### src/tcs_pkg.sv
// package: register map, field positions, reset values and encodings of the timer channel
package tcs_pkg;
   // ==========================================================
   // bus geometry
   localparam int unsigned ADDR_W = 8;                  // byte address width
   localparam int unsigned DATA_W = 32;                 // bus data width
   localparam int unsigned CNT_W  = 16;                 // timer counter width
   // ==========================================================
   // register byte offsets
   localparam logic [7:0] OFS_SC    = 8'h00;            // channel_status_control
   localparam logic [7:0] OFS_VAL   = 8'h04;            // channel_value_pair
   localparam logic [7:0] OFS_CFG   = 8'h08;            // timer configuration
   localparam logic [7:0] OFS_ISTAT = 8'h0C;            // sticky interrupt status
   localparam logic [7:0] OFS_IMASK = 8'h10;            // interrupt mask
   // ==========================================================
   // channel_status_control field positions
   localparam int unsigned SC_FLAG  = 7;                // channel_event_flag
   localparam int unsigned SC_IE    = 6;                // channel_irq_enable
   localparam int unsigned SC_MSB   = 5;                // mode_select_b
   localparam int unsigned SC_MSA   = 4;                // mode_select_a
   localparam int unsigned SC_ELS_H = 3;                // edge_level_select high bit
   localparam int unsigned SC_ELS_L = 2;                // edge_level_select low bit
   // configuration and interrupt fields
   localparam int unsigned CFG_CAS  = 0;                // center_aligned_select
   localparam int unsigned IRQ_N    = 2;                // number of sticky events
   localparam int unsigned IRQ_EVT  = 0;                // any channel event
   localparam int unsigned IRQ_CAP  = 1;                // capture taken
   // ==========================================================
   // reset values
   localparam logic [7:0]       SC_RST    = 8'h00;
   localparam logic [CNT_W-1:0] VAL_RST   = 16'h0000;
   localparam logic [IRQ_N-1:0] IRQ_RST   = 2'h0;
   // ==========================================================
   // edge_level_select encodings
   localparam logic [1:0] ELS_OFF  = 2'h0;              // pin released to gpio
   localparam logic [1:0] ELS_RISE = 2'h1;              // capture rising / toggle
   localparam logic [1:0] ELS_FALL = 2'h2;              // capture falling / clear
   localparam logic [1:0] ELS_BOTH = 2'h3;              // capture any / set
   // axi responses
   localparam logic [1:0] RESP_OKAY   = 2'h0;
   localparam logic [1:0] RESP_SLVERR = 2'h2;
   // ==========================================================
   // channel modes, gray coded along capture, compare, edge pwm, center pwm
   typedef enum logic [1:0] {
      TCS_CAPTURE = 2'b00,
      TCS_COMPARE = 2'b01,
      TCS_EPWM    = 2'b11,
      TCS_CPWM    = 2'b10
   } tcs_mode_t;
endpackage

### src/tcs_axil_slave.sv
// module: axi4-lite slave front end that turns bus transfers into register strobes
`timescale 1ns/1ps
module tcs_axil_slave
   import tcs_pkg::*;
(
   input  wire logic              clk,
   input  wire logic              nrst,
   input  wire logic [ADDR_W-1:0] s_awaddr,
   input  wire logic              s_awvalid,
   output logic                   s_awready,
   input  wire logic [DATA_W-1:0] s_wdata,
   input  wire logic [3:0]        s_wstrb,
   input  wire logic              s_wvalid,
   output logic                   s_wready,
   output logic [1:0]             s_bresp,
   output logic                   s_bvalid,
   input  wire logic              s_bready,
   input  wire logic [ADDR_W-1:0] s_araddr,
   input  wire logic              s_arvalid,
   output logic                   s_arready,
   output logic [DATA_W-1:0]      s_rdata,
   output logic [1:0]             s_rresp,
   output logic                   s_rvalid,
   input  wire logic              s_rready,
   output logic                   wr_en,
   output logic [ADDR_W-1:0]      wr_addr,
   output logic [DATA_W-1:0]      wr_data,
   output logic [3:0]             wr_strb,
   input  wire logic              wr_err,
   output logic                   rd_en,
   output logic [ADDR_W-1:0]      rd_addr,
   input  wire logic [DATA_W-1:0] rd_data,
   input  wire logic              rd_err
);
   logic aw_got;                                        // address held
   logic w_got;                                         // data held
   logic ar_got;                                        // read address held

   // one strobe per transfer: it drops as soon as the answer is raised
   assign wr_en = aw_got & w_got & ~s_bvalid;
   assign rd_en = ar_got & ~s_rvalid;

   // ==========================================================
   // write address and data, taken in either order
   always_ff @(posedge clk) begin
      if (!nrst) begin
         aw_got    <= 1'b0;
         w_got     <= 1'b0;
         s_awready <= 1'b1;
         s_wready  <= 1'b1;
         wr_addr   <= '0;
         wr_data   <= '0;
         wr_strb   <= '0;
      end else if (s_bvalid && s_bready) begin
         aw_got    <= 1'b0;
         w_got     <= 1'b0;
         s_awready <= 1'b1;
         s_wready  <= 1'b1;
      end else begin
         if (s_awvalid && s_awready) begin
            aw_got    <= 1'b1;
            s_awready <= 1'b0;
            wr_addr   <= s_awaddr;
         end
         if (s_wvalid && s_wready) begin
            w_got    <= 1'b1;
            s_wready <= 1'b0;
            wr_data  <= s_wdata;
            wr_strb  <= s_wstrb;
         end
      end
   end

   // write response, one cycle after both halves are held
   always_ff @(posedge clk) begin
      if (!nrst) begin
         s_bvalid <= 1'b0;
         s_bresp  <= RESP_OKAY;
      end else if (wr_en) begin
         s_bvalid <= 1'b1;
         s_bresp  <= wr_err ? RESP_SLVERR : RESP_OKAY;
      end else if (s_bready) begin
         s_bvalid <= 1'b0;
      end
   end

   // ==========================================================
   // read channel: data is sampled on the strobe so read side effects happen once
   always_ff @(posedge clk) begin
      if (!nrst) begin
         ar_got    <= 1'b0;
         s_arready <= 1'b1;
         rd_addr   <= '0;
         s_rvalid  <= 1'b0;
         s_rdata   <= '0;
         s_rresp   <= RESP_OKAY;
      end else begin
         if (s_arvalid && s_arready) begin
            ar_got    <= 1'b1;
            s_arready <= 1'b0;
            rd_addr   <= s_araddr;
         end
         if (rd_en) begin
            s_rvalid <= 1'b1;
            s_rdata  <= rd_data;
            s_rresp  <= rd_err ? RESP_SLVERR : RESP_OKAY;
         end else if (s_rvalid && s_rready) begin
            s_rvalid  <= 1'b0;
            ar_got    <= 1'b0;
            s_arready <= 1'b1;
         end
      end
   end
endmodule // tcs_axil_slave

### src/tcs_channel.sv
// module: one timer channel with status/control, value register, pin logic and interrupt
`timescale 1ns/1ps
module tcs_channel
   import tcs_pkg::*;
(
   input  wire logic              clk,
   input  wire logic              nrst,
   // axi4-lite slave
   input  wire logic [ADDR_W-1:0] s_awaddr,
   input  wire logic              s_awvalid,
   output logic                   s_awready,
   input  wire logic [DATA_W-1:0] s_wdata,
   input  wire logic [3:0]        s_wstrb,
   input  wire logic              s_wvalid,
   output logic                   s_wready,
   output logic [1:0]             s_bresp,
   output logic                   s_bvalid,
   input  wire logic              s_bready,
   input  wire logic [ADDR_W-1:0] s_araddr,
   input  wire logic              s_arvalid,
   output logic                   s_arready,
   output logic [DATA_W-1:0]      s_rdata,
   output logic [1:0]             s_rresp,
   output logic                   s_rvalid,
   input  wire logic              s_rready,
   // shared timer counter
   input  wire logic [CNT_W-1:0]  count_value,
   input  wire logic              count_update,
   // channel pin
   input  wire logic              pin_in,
   output logic                   pin_out,
   output logic                   pin_oe,
   // interrupt request
   output logic                   irq
);
   // ==========================================================
   // register strobes from the bus front end
   logic              wr_en;                            // write strobe
   logic [ADDR_W-1:0] wr_addr;                          // write byte address
   logic [DATA_W-1:0] wr_data;                          // write data
   logic [3:0]        wr_strb;                          // write byte enables
   logic              wr_err;                           // write hit no register
   logic              rd_en;                            // read strobe
   logic [ADDR_W-1:0] rd_addr;                          // read byte address
   logic [DATA_W-1:0] rd_data;                          // read data to sample
   logic              rd_err;                           // read hit no register

   // ==========================================================
   // register state
   logic              event_flag;                       // channel_event_flag
   logic              irq_enable;                       // channel_irq_enable
   logic              mode_select_b;                    // mode_select_b
   logic              mode_select_a;                    // mode_select_a
   logic [1:0]        edge_level_select;                // edge_level_select
   logic              center_aligned_select;            // center_aligned_select
   logic [CNT_W-1:0]  value_pair;                       // channel_value_pair
   logic [IRQ_N-1:0]  irq_status;                       // sticky events
   logic [IRQ_N-1:0]  irq_mask;                         // mask for irq_status
   logic              clear_armed;                      // flag seen set by a read
   logic              pin_prev;                         // pin sample one cycle ago

   // ==========================================================
   // decoded strobes and events
   tcs_mode_t         mode;                             // current channel mode
   logic              wr_sc;                            // byte 0 write to sc
   logic              wr_val_lo;                        // value low byte write
   logic              wr_val_hi;                        // value high byte write
   logic              rd_sc;                            // read of sc
   logic              rd_istat;                         // read of sticky status
   logic              rise;                             // pin rising edge
   logic              fall;                             // pin falling edge
   logic              capture;                          // active capture edge
   logic              match;                            // counter met value
   logic              chan_event;                       // any flag-setting event
   logic              next_flag;                        // flag after this edge
   logic [IRQ_N-1:0]  irq_events;                       // events this cycle
   logic              pwm_active;                       // duty phase of pwm
   logic [7:0]        sc_read;                          // sc as read back

   // ==========================================================
   // bus front end
   tcs_axil_slave u_axil (
      .clk       (clk),
      .nrst      (nrst),
      .s_awaddr  (s_awaddr),
      .s_awvalid (s_awvalid),
      .s_awready (s_awready),
      .s_wdata   (s_wdata),
      .s_wstrb   (s_wstrb),
      .s_wvalid  (s_wvalid),
      .s_wready  (s_wready),
      .s_bresp   (s_bresp),
      .s_bvalid  (s_bvalid),
      .s_bready  (s_bready),
      .s_araddr  (s_araddr),
      .s_arvalid (s_arvalid),
      .s_arready (s_arready),
      .s_rdata   (s_rdata),
      .s_rresp   (s_rresp),
      .s_rvalid  (s_rvalid),
      .s_rready  (s_rready),
      .wr_en     (wr_en),
      .wr_addr   (wr_addr),
      .wr_data   (wr_data),
      .wr_strb   (wr_strb),
      .wr_err    (wr_err),
      .rd_en     (rd_en),
      .rd_addr   (rd_addr),
      .rd_data   (rd_data),
      .rd_err    (rd_err)
   );

   // ==========================================================
   // mode decode: center pwm overrides the per-channel selects
   always_comb begin
      if (center_aligned_select) begin
         mode = TCS_CPWM;
      end else if (mode_select_b) begin
         mode = TCS_EPWM;
      end else if (mode_select_a) begin
         mode = TCS_COMPARE;
      end else begin
         mode = TCS_CAPTURE;
      end
   end

   // ==========================================================
   // address decode for the strobes
   assign wr_sc     = wr_en & (wr_addr == OFS_SC) & wr_strb[0];
   assign wr_val_lo = wr_en & (wr_addr == OFS_VAL) & wr_strb[0];
   assign wr_val_hi = wr_en & (wr_addr == OFS_VAL) & wr_strb[1];
   assign rd_sc     = rd_en & (rd_addr == OFS_SC);
   assign rd_istat  = rd_en & (rd_addr == OFS_ISTAT);

   // ==========================================================
   // event detection; pin is sampled as synchronous to clk
   assign rise = pin_in & ~pin_prev;
   assign fall = ~pin_in & pin_prev;

   // capture only in capture mode; els off there leaves the channel idle
   always_comb begin
      capture = 1'b0;
      if (mode == TCS_CAPTURE) begin
         case (edge_level_select)
            ELS_RISE: capture = rise;
            ELS_FALL: capture = fall;
            ELS_BOTH: capture = rise | fall;
            default:  capture = 1'b0;
         endcase
      end
   end

   // a match counts once per counter step, so a stalled counter does not refire
   assign match = count_update & (count_value == value_pair) &
                  (mode != TCS_CAPTURE);

   assign chan_event = capture | match;

   // pin sample register
   always_ff @(posedge clk) begin
      if (!nrst) begin
         pin_prev <= 1'b0;
      end else begin
         pin_prev <= pin_in;
      end
   end

   // ==========================================================
   // flag clear sequence: a read that sees the flag set arms the clear,
   // a later write of zero fires it; any event disarms and sets the flag
   always_comb begin
      next_flag = event_flag;
      if (chan_event) begin
         next_flag = 1'b1;
      end else if (wr_sc && clear_armed && !wr_data[SC_FLAG]) begin
         next_flag = 1'b0;
      end
   end

   always_ff @(posedge clk) begin
      if (!nrst) begin
         event_flag  <= 1'b0;
         clear_armed <= 1'b0;
      end else begin
         event_flag <= next_flag;
         if (chan_event) begin
            clear_armed <= 1'b0;
         end else if (rd_sc && event_flag) begin
            clear_armed <= 1'b1;
         end else if (wr_sc && !wr_data[SC_FLAG]) begin
            clear_armed <= 1'b0;
         end
      end
   end

   // ==========================================================
   // control bits of the status/control register
   always_ff @(posedge clk) begin
      if (!nrst) begin
         irq_enable        <= SC_RST[SC_IE];
         mode_select_b     <= SC_RST[SC_MSB];
         mode_select_a     <= SC_RST[SC_MSA];
         edge_level_select <= SC_RST[SC_ELS_H:SC_ELS_L];
      end else if (wr_sc) begin
         irq_enable        <= wr_data[SC_IE];
         mode_select_b     <= wr_data[SC_MSB];
         mode_select_a     <= wr_data[SC_MSA];
         edge_level_select <= wr_data[SC_ELS_H:SC_ELS_L];
      end
   end

   // timer configuration; shared by all channels in a full timer
   always_ff @(posedge clk) begin
      if (!nrst) begin
         center_aligned_select <= 1'b0;
      end else if (wr_en && wr_addr == OFS_CFG && wr_strb[0]) begin
         center_aligned_select <= wr_data[CFG_CAS];
      end
   end

   // ==========================================================
   // value register: capture wins over a software write in the same cycle
   always_ff @(posedge clk) begin
      if (!nrst) begin
         value_pair <= VAL_RST;
      end else if (capture) begin
         value_pair <= count_value;
      end else begin
         if (wr_val_lo) begin
            value_pair[7:0] <= wr_data[7:0];
         end
         if (wr_val_hi) begin
            value_pair[15:8] <= wr_data[15:8];
         end
      end
   end

   // ==========================================================
   // pin driver: pwm high-true when els high bit set, low-true otherwise
   assign pwm_active = count_value < value_pair;

   always_ff @(posedge clk) begin
      if (!nrst) begin
         pin_out <= 1'b0;
         pin_oe  <= 1'b0;
      end else begin
         // els zero hands the pin back to general purpose io
         pin_oe <= (edge_level_select != ELS_OFF) &&
                   (mode != TCS_CAPTURE);
         case (mode)
            TCS_COMPARE: begin
               if (match) begin
                  case (edge_level_select)
                     ELS_RISE: pin_out <= ~pin_out;
                     ELS_FALL: pin_out <= 1'b0;
                     ELS_BOTH: pin_out <= 1'b1;
                     default:  pin_out <= pin_out;
                  endcase
               end
            end
            TCS_EPWM, TCS_CPWM: begin
               // the output follows the counter, so the first period is already right
               pin_out <= edge_level_select[1] ? pwm_active : ~pwm_active;
            end
            default: begin
               pin_out <= 1'b0;
            end
         endcase
      end
   end

   // ==========================================================
   // sticky status, cleared by its read; an event in that cycle survives
   assign irq_events = {capture, chan_event};

   genvar gi;
   generate
      for (gi = 0; gi < IRQ_N; gi = gi + 1) begin : g_sticky
         always_ff @(posedge clk) begin
            if (!nrst) begin
               irq_status[gi] <= IRQ_RST[gi];
            end else if (irq_events[gi]) begin
               irq_status[gi] <= 1'b1;
            end else if (rd_istat) begin
               irq_status[gi] <= 1'b0;
            end
         end
      end
   endgenerate

   // mask register
   always_ff @(posedge clk) begin
      if (!nrst) begin
         irq_mask <= IRQ_RST;
      end else if (wr_en && wr_addr == OFS_IMASK && wr_strb[0]) begin
         irq_mask <= wr_data[IRQ_N-1:0];
      end
   end

   // ==========================================================
   // interrupt output, registered: one cycle behind a flag event, two behind a sticky status event
   always_ff @(posedge clk) begin
      if (!nrst) begin
         irq <= 1'b0;
      end else begin
         irq <= (next_flag & irq_enable) |
                (|(irq_status & irq_mask));
      end
   end

   // ==========================================================
   // read mux; reserved bits read zero, unmapped addresses answer slverr
   assign sc_read = {event_flag, irq_enable, mode_select_b, mode_select_a,
                     edge_level_select, 2'b00};

   always_comb begin
      rd_data = '0;
      rd_err  = 1'b0;
      case (rd_addr)
         OFS_SC:    rd_data[7:0]       = sc_read;
         OFS_VAL:   rd_data[CNT_W-1:0] = value_pair;
         OFS_CFG:   rd_data[CFG_CAS]   = center_aligned_select;
         OFS_ISTAT: rd_data[IRQ_N-1:0] = irq_status;
         OFS_IMASK: rd_data[IRQ_N-1:0] = irq_mask;
         default:   rd_err             = 1'b1;
      endcase
   end

   // writes that hit no register answer slverr and change nothing
   always_comb begin
      case (wr_addr)
         OFS_SC, OFS_VAL, OFS_CFG, OFS_ISTAT, OFS_IMASK: wr_err = 1'b0;
         default: wr_err = 1'b1;
      endcase
   end
endmodule // tcs_channel

### config.mk
export PLATFORM = sky130hd
export DESIGN_NAME = tcs_channel
export DESIGN_NICKNAME = d
export VERILOG_FILES = /design/src/tcs_pkg.sv /design/src/tcs_axil_slave.sv /design/src/tcs_channel.sv
export SDC_FILE = /design/constraint.sdc
export NUM_CORES = 1
export LEC_CHECK = 0
export BUFFER_PORTS_ARGS = -buffer_cell sky130_fd_sc_hd__buf_2
export CELL_PAD_IN_SITES_DETAIL_PLACEMENT = 1
export CELL_PAD_IN_SITES_GLOBAL_PLACEMENT = 2
export CORE_ASPECT_RATIO = 0.9
export CORE_MARGIN = 3
export CORE_UTILIZATION = 33
export DETAILED_ROUTE_END_ITERATION = 12
export PLACE_DENSITY_LB_ADDON = 0.1
export SLEW_MARGIN = 5
export SYNTH_ARGS = -nofsm -noshare
export SYNTH_HDL_FRONTEND = slang
export SYNTH_SLANG_ARGS = --single-unit
export TNS_END_PERCENT = 20
### constraint.sdc
create_clock -name clk -period 3.6 [get_ports clk]
set_input_delay 0.18 -clock clk [delete_from_list [all_inputs] [get_ports clk]]
set_output_delay 0.18 -clock clk [all_outputs]
set_load 0.05 [all_outputs]
# == Yosys cells after proc, flatten, opt, wreduce, memory -nomap -nowiden ==
# Index checks and enable logic that the tools add are counted.
# op_classes
magnitude_cmp,1
eq_ne,17
mux,35
bitwise,27
n_reduce_logical,36
# op_table
op,count
== test 8 x 4 -> 1 bit (second input constant),4
two-way mux 8 bit,3
two-way mux 1 bit,21
nonzero test 2 bit,9
== test 16 bit,1
== test 8 x 3 -> 1 bit (second input constant),2
== test 8 x 5 -> 1 bit (second input constant),2
logical NOT 8 bit,2
< comparator 16 bit,1
two-way mux 16 bit,1
AND 1 bit,15
logical AND 1 bit,14
one-hot mux 6 bit (2 select lines),1
OR reduction 5 bit,2
one-hot mux 1 bit (3 select lines),3
== test 2 bit (second input constant),4
two-way mux 2 bit,4
inverter 1 bit,8
OR reduction 2 bit,4
AND reduction 2 bit,3
== test 2 x 1 -> 1 bit (second input constant),2
inequality test 4 x 1 -> 1 bit (second input constant),1
one-hot mux 1 bit (4 select lines),1
OR 1 bit,3
other kinds (5),5
# totals
reg_bits,94

# == Depth between registers and ports, before layout ==
# Gate-level depths: netlist of run 1.
# logic_depth
depth_word,10
ltp_mapped,8
depth_no_buf,7

# == Modules after synthesis ==
# From an unflattened synthesis of run 1, not the netlist that was laid out.
# hier_totals
cells_unflattened,668
area_unflattened_um2,5950.7
# modules_own_cells
module,n_inst,cells_per_inst,area_each_um2,seq_area_each_um2
tcs_axil_slave,1,410,3663.5,1881.8
tcs_channel,1,258,2287.2,640.6

# == Least setup slack after synthesis of run 1 ==
# Ideal clock, no wire load.
# synth_path
path_type,reg2reg
from,register u_axil.s_bvalid
to,register irq
setup_ns,0.132
arrival_ns,1.786
slack_ns,1.682
stages_incl_launch_ff,6
path_buffers,0
period_less_slack_ns,1.918
path_cell_list,dfxtp_1 > nand3b_1 > nor4_4 > a31oi_1 > o21ai_1 > a21oi_1
# synth_via
elab_chain_len,10
# synth_lines
element,line_no,text
from (decl),tcs_axil_slave.sv:16,"output logic s_bvalid,"
from (signal assigned),tcs_axil_slave.sv:77,s_bvalid <= 1'b0;
from (signal assigned),tcs_axil_slave.sv:80,s_bvalid <= 1'b1;
from (signal assigned),tcs_axil_slave.sv:83,s_bvalid <= 1'b0;
inverter 1 bit,tcs_axil_slave.sv:40,assign wr_en = aw_got & w_got & ~s_bvalid;
AND 1 bit,tcs_axil_slave.sv:40,
AND 1 bit (2 in series),tcs_channel.sv:129,assign wr_sc = wr_en & (wr_addr == OFS_SC) & wr_strb[0];
logical AND 1 bit (2 in series),tcs_channel.sv:175,end else if (wr_sc && clear_armed && !wr_data[SC_FLAG]) begin
two-way mux 1 bit,tcs_channel.sv:175,
two-way mux 1 bit,tcs_channel.sv:173,if (chan_event) begin
AND 1 bit,tcs_channel.sv:306,irq <= (next_flag & irq_enable) |
OR 1 bit,tcs_channel.sv:306,
to (signal assigned),tcs_channel.sv:306,
to (decl),tcs_channel.sv:34,output logic irq
# Every way passes these cells.
# A chain may end at the register's enable or synchronous reset.

# == Worst setup path in the final report of run 1 ==
# layout_path
from,register edge_level_select[1]
to,register value_pair[10]
# layout_via
elab_chain_len,4
word_cells_on_any_way,7
# layout_lines
element,line_no,text
from (decl),tcs_channel.sv:54,logic [1:0] edge_level_select;
from (signal assigned),tcs_channel.sv:203,edge_level_select <= SC_RST[SC_ELS_H:SC_ELS_L];
from (signal assigned),tcs_channel.sv:208,edge_level_select <= wr_data[SC_ELS_H:SC_ELS_L];
== test 2 bit or == test 2 x 1 -> 1 bit (tied branches),tcs_channel.sv:144,case (edge_level_select)
one-hot mux 1 bit (3 select lines) (*),tcs_channel.sv:144,
two-way mux 1 bit (*),tcs_channel.sv:143,if (mode == TCS_CAPTURE) begin
two-way mux 16 bit or nonzero test 2 bit (tied branches),-,
to (signal assigned),tcs_channel.sv:227,value_pair <= count_value;
to (signal assigned),tcs_channel.sv:233,value_pair[15:8] <= wr_data[15:8];
to (decl),tcs_channel.sv:56,logic [CNT_W-1:0] value_pair;
# Mark *: on every way between the ends. The rest lies on a longest branch, timed or not.

==> results.md, run 1 <==
- In the post-route analysis, the smallest setup slack over all paths is around 1.1 ns.
- The number of buffers and inverters on the critical path is 1.
- Of the total power, the share spent switching nets is 0.2561.
- The portion of synthesized cell area occupied by the leading cell type is 0.4123.
- TritonCTS built the clock tree.
- With fillers left out, the area of the finished cells amounts to between 5000 and 6000 µm².
- The switching power is roughly 0.00063 W.
- STA classifies the critical path startpoint as a flop.
- The number of placed cells counting well taps is about 730.
- The core occupancy in the finished layout is 0.4059.
- Summed over all layers, the global routing overflow is 0.
- For this design the static power due to leakage is approximately 2.1 nW.
- The share of total power dissipated in the clock network is 0.447.
- Data arrives at the worst endpoint at 2.72 ns.
- After synthesis, the most frequently instantiated cells are sky130_fd_sc_hd__dfxtp_1 (92), sky130_fd_sc_hd__nand2_1 (68), sky130_fd_sc_hd__a21oi_1 (54), sky130_fd_sc_hd__nor2_1 (42), sky130_fd_sc_hd__mux2i_1 (32).
- The clock arrives with between 0.007 and 0.008 ns of skew.
- The first-iteration detailed-routing DRC count is roughly 160.
- The reg2reg setup slack is between 1 and 1.5 ns.
- The wire length of the first global-routing pass is roughly 20,000 µm.
- Summing over every cut layer, the via total after detailed routing is 3,747.
- The area growth from synthesis to layout is 17.96%.
- The nature of the critical path endpoint is a flop.
- Measured along the y axis, the die boundary spans between 100 and 150 µm.
- The later-pin clock latency in the skew report is 0.35 ns.
- The share of synthesized registers carrying an async set or reset is 0.
- The buffer cell driving the clock tree root is sky130_fd_sc_hd__clkbuf_16.
- The mean routed wirelength per cell is between 15 and 20 µm.
- Pin placement for this block handled 121 I/O pins.
- The cell with the largest stage delay on the worst path is sky130_fd_sc_hd__a211oi_4.
- The detailed-route DRC error count is 0.
- After layout, the minimum clock period comes to roughly 2.5 ns.
- The share of total power dissipated in combinational logic is 0.113.
- The count of nets left with antenna violations once routing finished came out at 0.
- The internal power consumption is 0.001832 W.
- In the post-synthesis netlist, the biggest area contributors are sky130_fd_sc_hd__dfxtp_1 (41%), sky130_fd_sc_hd__mux2i_1 (7.2%), sky130_fd_sc_hd__ha_1 (6.4%), sky130_fd_sc_hd__a21oi_1 (6.1%), sky130_fd_sc_hd__nand2_1 (5.7%).
- In this run, synthesis produced a sequential element count of 92.
- The cell count after synthesis is roughly 510.
- The sequential power share is 0.439.
- Entering global routing, the biggest net connects 43 pins.
- Setup violations remaining at the end of the flow were counted as 0.
- The number of input and output port buffers inserted is 84.
- The min-delay analysis places its worst path in the category input pin to flop.
- The most frequently used cell type in the post-synthesis netlist is sky130_fd_sc_hd__dfxtp_1.
- The number of antenna violations at the first check in global routing was 0.
- The area of the die is approximately 15,000 µm².
- Counting along the longest clock path gives a buffer depth of 2.
- The number of standard-cell rows in the floorplan is 39.
- The worst slew margin relative to its limit is 0.3517.
- The run finished with clean final reports.
- Clock-pin slew was measured on the worst setup and hold paths at about 0.070 ns.
- The largest fanout on the critical path is 12.
- The detailed-placement wirelength estimate is about 9000 µm.
- The total count of max-transition violations in the final report is 0.
- The number of max-cap violations is 0.
- The endpoint required time on the critical path is roughly 3.8 ns.
- The share of the clock period used by the worst path after layout is 0.6991.
- In this run, CTS created clock tree buffers numbering 9.
- Dividing total power by cell area gives a power density of between 400 and 500 nW/µm².
- The H-tree was split into 3 levels.
- The family with the most delay on the worst path is compound AO/OA/AOI/OAI gates.
- The number of global-route vias before repair came to 3,806.
- The total routing usage reported by global routing is 0.1723.
- Summed over all layers, the routed wires come to between 10,000 and 15,000 µm.
- The post-CTS setup-driven buffer insertion count is 0.
- The multi-input combinational cell area is around 2300 µm².
- The sequential cells in the finished layout cover a total of roughly 1800 µm².
- The horizontal die dimension is 128.6 µm.
- The setup TNS is 0 ns.
- The category of the critical setup timing path is flop to flop.
- The largest area contributor in the netlist is sky130_fd_sc_hd__dfxtp_1.
- The filler cells instantiated in the layout total approximately 1,600.
- The initial utilization of the core area, before any placement, comes to 0.3441.
- Post-CTS repair changed the size of 0 cells.
- For this run, the detailed router's first-pass iteration total came to 4.
- A synthesized cell averages a little under 9 µm².
- The synthesized design contains 0 enable-type register cells.
- The worst-case IR drop observed on VDD is 0.0002576 V.
- The critical path goes through ha_1 > a22oi_1 > a211oi_4 > buf_4 > mux2i_1 > a211oi_2.
- Dividing the detail-routed via count by the number of cells gives ~5.0.
- In this run the standard cell core region covers 12,980 µm².
- The share of final-layout standard cells stronger than drive strength 1 is 0.2127.
- Among all flip-flop cells after synthesis, the most frequent one is sky130_fd_sc_hd__dfxtp_1.
- The placed standard-cell area is between 4000 and 5000 µm².
- The post-synthesis instance area is approximately 4500 µm².
- The TritonCTS sink count is approximately 90.
- Leaving out filler cells and counting taps, the final layout contains around 750.
- The final layout net count is 678.
- Timing analysis after detailed placement gives a worst setup slack of about 1.0 ns.
- The final-report hold violation count is 0.
- The number of library cell types mapped by synthesis is 58.
- The number of hold buffers added after CTS is 0.
- Yosys printed 0 warnings.
- The achievable frequency is about 0.4 GHz.
- The proportion of synthesized chip area in sequential cells is 0.4123.
- The slew at the pin closest to its max-slew limit is approximately 1 ns.
- The number of inserted diodes is 0.
- The final weighted congestion in routability-driven placement is roughly 0.75.
- The delay of the slowest cell on the worst path is around 0.76 ns.
- Setup repair after global routing left no endpoint under its margin.
-- power groups by stage --
| stage | clock network (W) | logic (W) | registers [W] |
|---|---|---|---|
| 4_1_cts | 0.00114 | 0.000283 | 0.00108 |
| 3_3_place_gp | 0 | 0.000276 | 0.00110 |
| 2_1_floorplan | 0 | 0.000188 | 0.00112 |
| 3_5_place_dp | 0 | 0.000283 | 0.00111 |
| 6_report | 0.00110 | 0.000279 | 0.00108 |
| 5_1_grt | 0.00118 | 0.000312 | 0.00109 |
-- layout by cell type, fill, tap and decap left out, types with 6 or more instances in the layout --
cell	netlist	final
sky130_fd_sc_hd__a211oi_1	8	8
sky130_fd_sc_hd__a211oi_2	9	9
sky130_fd_sc_hd__a21oi_1	54	54
sky130_fd_sc_hd__a22oi_1	9	9
sky130_fd_sc_hd__buf_2	1	84
sky130_fd_sc_hd__clkbuf_16	0	9
sky130_fd_sc_hd__conb_1	1	18
sky130_fd_sc_hd__dfxtp_1	92	92
sky130_fd_sc_hd__ha_1	23	23
sky130_fd_sc_hd__inv_1	25	25
sky130_fd_sc_hd__mux2i_1	32	32
sky130_fd_sc_hd__nand2_1	68	68
sky130_fd_sc_hd__nand2b_1	6	6
sky130_fd_sc_hd__nand3_1	27	27
sky130_fd_sc_hd__nand4_1	7	7
sky130_fd_sc_hd__nor2_1	42	42
sky130_fd_sc_hd__o21ai_0	6	6
-- metal layers --
layer  GRT usage  routed length, µm  up-vias
met2      0.2749               5688       81
met3     0.04390                655       16
met1      0.2327               5919     1773
met4     0.04829                193        0
li1            -                  -     1877
met5           0                  0        -
-- through the flow --
step           power [W]  hold slack (ns)
6_report        0.002463          0.06436
5_1_grt         0.002580          0.05417
4_1_cts         0.002502          0.04678
3_5_place_dp    0.001388           0.4248
3_3_place_gp    0.001380           0.4153
2_1_floorplan   0.001306           0.3160
-- final timing paths --
kind | start | endpoint | depth (start not counted)
max reg2reg | edge_level_select[1] | value_pair[10] | 6
min reg2reg | u_axil.s_rdata[8] | u_axil.s_rdata[8] | 2
max | edge_level_select[1] | value_pair[10] | 6
min | s_wdata[8] | u_axil.wr_data[8] | 3
-- registers in the layout (all words and copies together), names as in the netlist, 2 cells and up --
name	count
edge_level_select	2
u_axil.wr_data	16
irq_status	2
u_axil.wr_addr	8
u_axil.wr_strb	2
irq_mask	2
value_pair	16
u_axil.s_rdata	16
u_axil.rd_addr	8
-- layout make-up --
| class | count | share of cell area |
|---|---|---|
| multi-input combinational | 361 | 0.4386 |
| sequential | 92 | 0.3496 |
| timing repair buffer | 88 | 0.08787 |
| clock buffer | 10 | 0.04536 |
| tap | 164 | 0.03895 |
| clock inverter | 6 | 0.02114 |
| inverter | 26 | 0.01852 |
-- worst register-to-register path, cell delays in order (launching register included) --
cell and delay [ns]:
sky130_fd_sc_hd__dfxtp_1 0.53, sky130_fd_sc_hd__ha_1 0.22, sky130_fd_sc_hd__a22oi_1 0.11, sky130_fd_sc_hd__a211oi_4 0.76, sky130_fd_sc_hd__buf_4 0.37, sky130_fd_sc_hd__mux2i_1 0.28
sky130_fd_sc_hd__a211oi_2 0.10
-- cell families (layout without fill, tap and decap cells) --
logic type	Yosys count	count (layout)	synth area share
AND/OR/NAND/NOR	175	175	0.1910
adder cells (fa/ha/maj)	23	23	0.06443
multiplexers	32	32	0.07171
buffers and inverters	69	130	0.08459
AO/OA/AOI/OAI	113	113	0.1751
flip-flops	92	92	0.4123
other	1	18	0.0008395
Note: power is estimated with default switching activity, not from simulation.
==> inputs of run 2 (changes only) <==
ABC_AREA = 1   (was unset)
CORE_UTILIZATION = 26   (was 33)
clock period = 2.3 ns   (was 3.6 ns; I/O delays follow)
==> run 2 against run 1 <==
Net effect: first-iteration DRC count grew 6.5%; clock power grew 32%; sequential power grew 59%; fmax grew 28%; die area grew 25%; register-to-register slack lost 0.75 ns; power grew 50%; synthesized area shrank 0.53%; synthesized cell count grew 16%; count of clock-buffer cells in the layout grew 3; via count grew 5.4%; combinational power grew 87%.
==> results.md, run 2 <==
- The pin count of the biggest net entering global routing is 38 (-12%).
- The number of synthesis warnings is 0 (unchanged).
- The cell count after synthesis is 585 (+16%).
- The number of antenna violations at the first check in global routing is 0 (unchanged).
- Of all cell types, the one taking the most synthesized area is sky130_fd_sc_hd__dfxtp_1.
- The number of buffers created by CTS is 9 (unchanged).
- The number of standard-cell rows in the floorplan was 44 (+13%).
- The area of the die is 18,700 µm² (+25%).
- The initial cell density of the core is 0.2699 (-0.07421).
- The number of max-cap violations was 0 (unchanged).
- The H-tree depth was 3 (unchanged).
- The endpoint required time on the critical path is 2.54 ns (-1.26 ns).
- The count of pins on the block boundary is 121 (unchanged).
- The worst-case vdd ir drop is 0.0003230 V (+25%).
- The vias after detailed routing is 3,949 (+5.4%).
- The number of antenna-violating nets in the routed design was 0 (unchanged).
- The commonest register cell after synthesis is sky130_fd_sc_hd__dfxtp_1.
- Ranked by instance count, the synthesized netlist is headed by sky130_fd_sc_hd__nor2_1 (112), sky130_fd_sc_hd__dfxtp_1 (92), sky130_fd_sc_hd__nand2_1 (90), sky130_fd_sc_hd__o21ai_0 (65), sky130_fd_sc_hd__inv_1 (53).
- The mean cell area of the mapped netlist is 7.595 µm² (-14%).
- The slew at the pin closest to its max-slew limit is 0.6273 ns (-0.3452 ns).
- The number of flops mapped to enable cells by yosys is 0 (unchanged).
- The largest registers in the layout are u_axil.s_rdata: 16 flops, u_axil.wr_data: 16 flops, value_pair: 16 flops.
- The vias per cell came to 4.402 (-12%).
- The path class of the tightest hold or removal check is input pin to flop.
- The die outline height is 130.0 µm (+12%).
- The core area is 16,460 µm² (+27%).
- Compared with the post-synthesis result, the final layout area differs by 23.63%.
- The leading cell type in the layout, fill and taps excluded is sky130_fd_sc_hd__nor2_1.
- The share of final-layout standard cells stronger than drive strength 1 is 0.2058 (-0.006896).
- The proportion of synthesized chip area in sequential cells is 0.4145 (+0.002206).
- TritonCTS built the clock tree.
- The first-iteration detailed-routing DRC count is 165 (+6.5%).
- The setup violation total in the final timing report came to 0 (unchanged).
- The share of the clock period used by the worst path after layout is 0.8547 (+0.1556).
- The delay of the slowest cell on the worst path is 0.46 ns (-0.30 ns).
- The sum of routed wire length over all layers was 12,650 µm (+1.5%).
- The total count of max-transition violations in the final report was 0 (unchanged).
- The final-report hold violation count is 0 (unchanged).
- The final layout net count is 785 (+16%).
- The clock slew at the register clock pins of the worst setup and hold paths is 0.06 ns (about the same).
- The run finished with clean final reports.
- The final worst clock skew is 0.004807 ns (-0.003063 ns).
- The number of input and output port buffers inserted is 84 (unchanged).
- The cell sitting at the root of the clock tree is a sky130_fd_sc_hd__clkbuf_16.
- The library cell appearing most often on the critical path is sky130_fd_sc_hd__nor2_1.
- The top cell types in the final layout, fill and taps aside, are sky130_fd_sc_hd__nor2_1 (112), sky130_fd_sc_hd__dfxtp_1 (92), sky130_fd_sc_hd__nand2_1 (90).
- The portion of synthesized cell area occupied by the leading cell type is 0.4145 (+0.002206).
- The share of synthesized registers carrying an async set or reset is 0 (unchanged).
- The nature of the critical path endpoint is a flop.
- The most frequently used cell type in the post-synthesis netlist is sky130_fd_sc_hd__nor2_1.
- The family with the most delay on the worst path is flip-flops.
- The power density relative to cell area was 671.2 nW/µm² (+44%).
- The number of buffers and inverters on the critical path came to 2 (+1).
- The detailed-placement wirelength estimate is 9901 µm (+8.7%).
- The category of the critical setup timing path is flop to flop.
- The total leakage power is 2.535 nW (+23%).
- The mean routed wirelength per cell is 14.10 µm (-15%).
- The first-pass iteration count of the detailed router came to 4 (unchanged).
- The total routing usage reported by global routing is 0.1398 (-0.03243).
- The final weighted congestion in routability-driven placement is 0.7622 (+0.99%).
- The number of inserted diodes is 0 (unchanged).
- The detailed-route DRC error count is 0 (unchanged).
- The buffer levels on the longest clock path is 2 (unchanged).
- By area the synthesized netlist is led by sky130_fd_sc_hd__dfxtp_1 (41%), sky130_fd_sc_hd__nor2_1 (9.5%), sky130_fd_sc_hd__nand2_1 (7.6%), sky130_fd_sc_hd__o21ai_0 (7.3%), sky130_fd_sc_hd__ha_1 (6.5%).
- The TritonCTS sink count is 92 (unchanged).
- The flip-flop and latch count after synthesis was 92 (unchanged).
- The data arrival time of the critical path is 2.20 ns (-0.52 ns).
- The largest fanout on the critical path is 7 (-5).
- Walking the worst path, the cells encountered are inv_1 > ha_1 > nand2_1 > o211ai_1 > nand2_2 > buf_4 > mux2_2 > nor2_1 > nor2_1.
- Setup repair after global routing left no endpoint under its margin.
- Among all stages on the critical path, the largest delay is contributed by sky130_fd_sc_hd__dfxtp_1.
- The setup TNS was 0 ns (unchanged).
- The worst slew margin relative to its limit is 0.5813 (+0.2297).
- The shortest clock period the worst path allows after layout is 1.966 ns (-0.5509 ns).
- The post-synthesis instance area is 4443 µm² (-0.53%).
- The horizontal die dimension is 143.8 µm (+12%).
- The achievable frequency is 0.5087 GHz (+28%).
- The aggregate global routing overflow is 0 (unchanged).
- The worst-case hold slack is 0.008681 ns (-0.05568 ns).
- The number of library cell types mapped by synthesis is 36 (-38%).
- The wire length of the first global-routing pass was 20,270 µm (+0.83%).
- The number of global-route vias before repair was 3,868 (+1.6%).
- The worst setup path is launched from a flop.
- The later-pin clock latency in the skew report is 0.34 ns (about the same).
==> run 2: cell types whose count changed after synthesis, moves of 9 or more <==
cell / before / now
sky130_fd_sc_hd__a21oi_1: 54 / 41
sky130_fd_sc_hd__nor2_1: 42 / 112
sky130_fd_sc_hd__o21ai_0: 6 / 65
sky130_fd_sc_hd__a22oi_1: 9 / 0
sky130_fd_sc_hd__nand2_1: 68 / 90
sky130_fd_sc_hd__nand3_1: 27 / 14
sky130_fd_sc_hd__mux2i_1: 32 / 0
sky130_fd_sc_hd__a211oi_2: 9 / 0
sky130_fd_sc_hd__mux2_4: 0 / 14
sky130_fd_sc_hd__inv_1: 25 / 53
==> run 2: power by group <==
group / switching [W] / internal [W] / total (W) / leakage [nW]
Sequential: 0.0000514 / 0.00167 / 0.00172 / 0.752
Combinational: 0.000342 / 0.000182 / 0.000523 / 1.65
Clock: 0.000625 / 0.000820 / 0.00145 / 0.138
==> run 2: layout make-up <==
type                            count  area (µm²)
Inverter                           59       221.5
Multi-Input combinational cell    414        2215
Tap cell                          207       259.0
Clock inverter                      3       20.02
Clock buffer                       13       270.3
Sequential cell                    92        1842
Fill cell                        2038       10970
Timing Repair Buffer              109       665.6
==> run 2: logic make-up (layout without fill, tap and decap cells) <==
family          count (synthesis)  count (layout)  share of synthesized area
mux                            15              15                    0.04984
fa+ha+maj                      23              23                    0.06477
other cells                     1              18                  0.0008440
flops                          92              92                     0.4145
simple gates                  238             238                     0.2264
compound gates                120             120                     0.1422
buf+inv                        96             184                     0.1014
==> run 2: per-layer routing <==
metal / vias to the layer above / GRT usage / part of all wire
li1: 2054 / - / -
met1: 1822 / 0.2098 / 0.54
met2: 67 / 0.1996 / 0.41
met3: 6 / 0.04067 / 0.042
met4: 0 / 0.02658 / 0.0074
met5: - / 0 / 0
==> run 2: repair_timing <==
| item | 4_1_cts | 5_1_grt |
|---|---|---|
| gates resized for setup | 0 | 0 |
| hold buffers | 18 | 0 |
| hold endpoints to repair | 18 | 0 |
| buffers inserted | 0 | 0 |
==> run 2: through the flow <==
| stage | instance area (µm²) | total power [W] | instances | worst slack, ns | utilization |
|---|---|---|---|---|---|
| finish | 5493 | 0.003687 | 897 | 0.3341 | 0.3337 |
| CTS | 5493 | 0.003763 | 897 | 0.3335 | 0.3337 |
| floorplan | 4507 | 0.002126 | 602 | 0.6565 | - |
| global placement | 5022 | 0.002252 | 863 | 0.3625 | 0.3051 |
| detailed placement | 5022 | 0.002262 | 863 | 0.3493 | 0.3051 |
| global route | 5493 | 0.003889 | 897 | 0.1742 | 0.3337 |
==> run 2: final timing paths <==
kind,to,start,cells after the start,slack [ns]
hold reg to reg,u_axil.wr_addr[5],u_axil.wr_addr[5],2,0.46
hold / removal,u_axil.wr_data[12],s_wdata[12],3,0.009
setup reg to reg,value_pair[15],edge_level_select[1],9,0.33
setup / recovery,value_pair[15],edge_level_select[1],9,0.33
==> run 2: worst register-to-register path, stage by stage, from the launching register on <==
cell and delay (ns):
sky130_fd_sc_hd__dfxtp_1 0.46, sky130_fd_sc_hd__inv_1 0.16, sky130_fd_sc_hd__ha_1 0.22, sky130_fd_sc_hd__nand2_1 0.07, sky130_fd_sc_hd__o211ai_1 0.11, sky130_fd_sc_hd__nand2_2 0.17
sky130_fd_sc_hd__buf_4 0.19, sky130_fd_sc_hd__mux2_2 0.34, sky130_fd_sc_hd__nor2_1 0.10, sky130_fd_sc_hd__nor2_1 0.05
==> inputs of run 3 (changes only) <==
CORE_ASPECT_RATIO = 1.2   (was 0.9)
==> run 3 against run 2 <==
Net effect: sequential power about the same; power grew 5.6%; wire length grew 1.7%; die area about the same; count of clock-buffer cells in the layout shrank 1; non-clock buffer count is 7 lower; register-to-register slack worse by 0.02 ns; largest power group unchanged.
==> results.md, run 3 (synthesis results as in run 2) <==
- The number of global-route vias before repair is 4,132 (+6.8%).
- The number of standard-cell rows in the floorplan is 51 (+16%).
- The achievable frequency is 0.5044 GHz (-0.83%).
- The later-pin clock latency in the skew report was 0.34 ns (about the same).
- Leaving out fill and tap cells, the most frequent cells in the layout are sky130_fd_sc_hd__nor2_1 (111), sky130_fd_sc_hd__dfxtp_1 (92), sky130_fd_sc_hd__nand2_1 (90).
- Leaving out fill and tap cells, the most frequent cell in the layout is sky130_fd_sc_hd__nor2_1.
- The detailed-route DRC error count came to 0 (unchanged).
- The worst setup slack after layout is 0.3176 ns (-0.01654 ns).
- The power density relative to cell area was 709.9 nW/µm² (+5.8%).
- The hold path startpoint is s_wdata[12].
- The number of buffers and inverters on the critical path is 2 (unchanged).
- The core area came to 16,460 µm² (about the same).
- The endpoint required time on the critical path is 2.53 ns (about the same).
- The count of cell instances traversed by the critical path is 9 (unchanged).
- The TritonCTS sink count is 92 (unchanged).
- The first-pass iteration count of the detailed router was 4 (unchanged).
- The class of the most critical hold timing path is input pin to flop.
- The cell with the largest stage delay on the worst path is sky130_fd_sc_hd__dfxtp_1.
- The vias per cell is 4.384 (-0.41%).
- The total chip power is 0.003894 W (+5.6%).
- The count of placed standard cells in the final layout, fillers left out was 895 (-0.22%).
- The data arrival time of the critical path is 2.22 ns (+0.02 ns).
- The final worst clock skew is 0.007258 ns (+0.002451 ns).
- The mean routed wirelength per cell is 14.38 µm (+2.0%).
- The number of antenna-violating nets in the routed design is 0 (unchanged).
- The number of antenna violations at the first check in global routing is 2 (+2).
- The category of the critical setup timing path is flop to flop.
- The number of placed cells counting well taps came to 865 (+0.23%).
- The depth of the worst hold-timing path is 3 (unchanged).
- Counting stages on the worst path, the most repeated cell is sky130_fd_sc_hd__nor2_1.
- The flow ran to the end, and the final reports show no timing, DRC or antenna violations.
- The worst register-to-register path ends at value_pair[15].
- The share of final-layout standard cells stronger than drive strength 1 is 0.2064 (+0.0006451).
- The slew at the pin closest to its max-slew limit came to 0.6196 ns (-0.007708 ns).
- The number of input and output port buffers inserted is 84 (unchanged).
- The post-CTS setup-driven buffer insertion count is 0 (unchanged).
- The setup TNS is 0 ns (unchanged).
- The sum of routed wire length over all layers is 12,870 µm (+1.7%).
- The clock slew at the register clock pins of the worst setup and hold paths came to 0.06 ns (about the same).
- The core occupancy in the finished layout is 0.3332 (-0.0005070).
- The critical path goes through inv_1 > ha_1 > nand2_1 > o211ai_1 > nand2_2 > buf_12 > mux2_2 > nor2_1 > nor2_1.
- The delay of the slowest cell on the worst path is 0.46 ns (about the same).
- The final weighted congestion in routability-driven placement is 0.7388 (-3.1%).
- The final-report hold violation count is 0 (unchanged).
- The initial cell density of the core is 0.2699 (about the same).
- The total leakage power is 2.535 nW (about the same).
- The pre-CTS setup slack is -0.01771 ns (-0.3670 ns).
- The H-tree depth was 3 (unchanged).
- The worst-case vdd ir drop is 0.0003355 V (+3.9%).
- The reg2reg setup slack was 0.32 ns (-0.02 ns).
- The detailed-placement wirelength estimate is 9951 µm (+0.50%).
- The vias after detailed routing was 3,924 (-0.63%).
- The count of pins on the block boundary is 121 (unchanged).
- The area of the die is 18,700 µm² (about the same).
- The setup violation total in the final timing report was 0 (unchanged).
- The worst setup path is captured at a flop.
- The element type at the critical path start is a flop.
- The largest registers in the layout are u_axil.s_rdata: 16 flops, u_axil.wr_data: 16 flops, value_pair: 16 flops.
- The die outline height is 149.2 µm (+15%).
- The final layout net count came to 778 (-0.89%).
- The tree is rooted in a sky130_fd_sc_hd__clkbuf_16.
- The pin count of the biggest net entering global routing came to 43 (+13%).
- The shortest clock period the worst path allows after layout came to 1.982 ns (+0.01654 ns).
- The family with the most delay on the worst path is flip-flops.
- The total routing usage reported by global routing is 0.1406 (+0.0007812).
- The aggregate global routing overflow is 0 (unchanged).
- The TritonCTS clock tree is built.
- The share of the clock period used by the worst path after layout is 0.8619 (+0.007190).
- The worst slew margin relative to its limit came to 0.5865 (+0.005145).
- The horizontal die dimension was 125.3 µm (-13%).
- The number of inserted diodes came to 0 (unchanged).
- Setup repair after global routing left no endpoint under its margin.
- The total count of max-transition violations in the final report is 0 (unchanged).
- The sink of the worst hold path is u_axil.wr_data[12].
- The number of max-cap violations came to 0 (unchanged).
- The buffer levels on the longest clock path is 2 (unchanged).
- The largest fanout on the critical path was 21 (+14).
- The wire length of the first global-routing pass came to 21,060 µm (+3.9%).
- From synthesis to final layout, the design area changed by 23.46%.
- The source of the worst register-to-register timing path is edge_level_select[1].
- The count of cells along the worst register-to-register path is 9 (unchanged).
- The number of buffers created by CTS was 9 (unchanged).
- The first-iteration detailed-routing DRC count is 142 (-14%).
-- run 3: changes by cell type in the layout (fill, tap and decap cells not counted), sizes merged --
cell | before | now
clkbuf | 13 | 12
dlygate4sd3 | 18 | 14
bufinv | 0 | 2
clkinv | 1 | 2
buf | 91 | 88
clkinvlp | 2 | 0
-- run 3: worst reg2reg max path, delay by kind of cell (launching register included) --
kind                       cells  cell delay (ns)
DFF                            1             0.46
buffers and inverters          2             0.38
muxes                          1             0.36
and+or+nand+nor                4             0.33
adders and majority gates      1             0.22
AOI/OAI and AO/OA              1             0.11
-- run 3: power by group --
part / total [W] / leakage [nW] / internal [W] / switching [W]
combinational: 0.000516 / 1.61 / 0.000174 / 0.000342
sequential: 0.00172 / 0.752 / 0.00167 / 0.0000511
clock: 0.00166 / 0.169 / 0.00104 / 0.000623
-- run 3: how the worst max path moves through the flow --
stage,from,to
3_3_place_gp,u_axil.s_bvalid,u_axil.wr_data[0]
6_report,edge_level_select[1],value_pair[15]
4_1_cts,edge_level_select[1],value_pair[15]
2_1_floorplan,edge_level_select[1],value_pair[1]
3_5_place_dp,u_axil.s_bvalid,u_axil.wr_data[0]
5_1_grt,u_axil.s_bvalid,u_axil.wr_data[0]
-- run 3: area by class of cell --
cell class / instances / area, µm²
inverters: 59 / 221.5
well taps: 212 / 265.3
fillers: 2062 / 10980
clock buffers: 12 / 266.5
multi-input cells: 414 / 2217
repair buffers: 102 / 603.1
flip-flops and latches: 92 / 1842
clock inverters: 4 / 70.07
-- run 3: timing repair --
| action | in CTS | in global routing |
|---|---|---|
| endpoints found under the setup margin | 1 | 0 |
| gates resized for setup | 1 | 0 |
| hold buffers | 14 | 0 |
| hold endpoints to repair | 14 | 0 |
-- run 3: routing by layer --
metal	global-route usage	wire length (µm)	vias to the layer above	share of wire
met4	0.05206	207	4	0.016
met1	0.1834	6207	1788	0.48
met5	0	23	-	0.0018
li1	-	-	2040	-
met2	0.2317	5924	75	0.46
met3	0.02722	508	17	0.039
-- run 3: stage by stage --
| stage | area (µm²) | hold WS (ns) |
|---|---|---|
| 6_report | 5485 | 0.01007 |
| 5_1_grt | 5485 | 0.01221 |
| 4_1_cts | 5485 | 0.005166 |
| 3_5_place_dp | 5006 | 0.3462 |
| 3_3_place_gp | 5006 | 0.3301 |
| 2_1_floorplan | 4507 | 0.2085 |
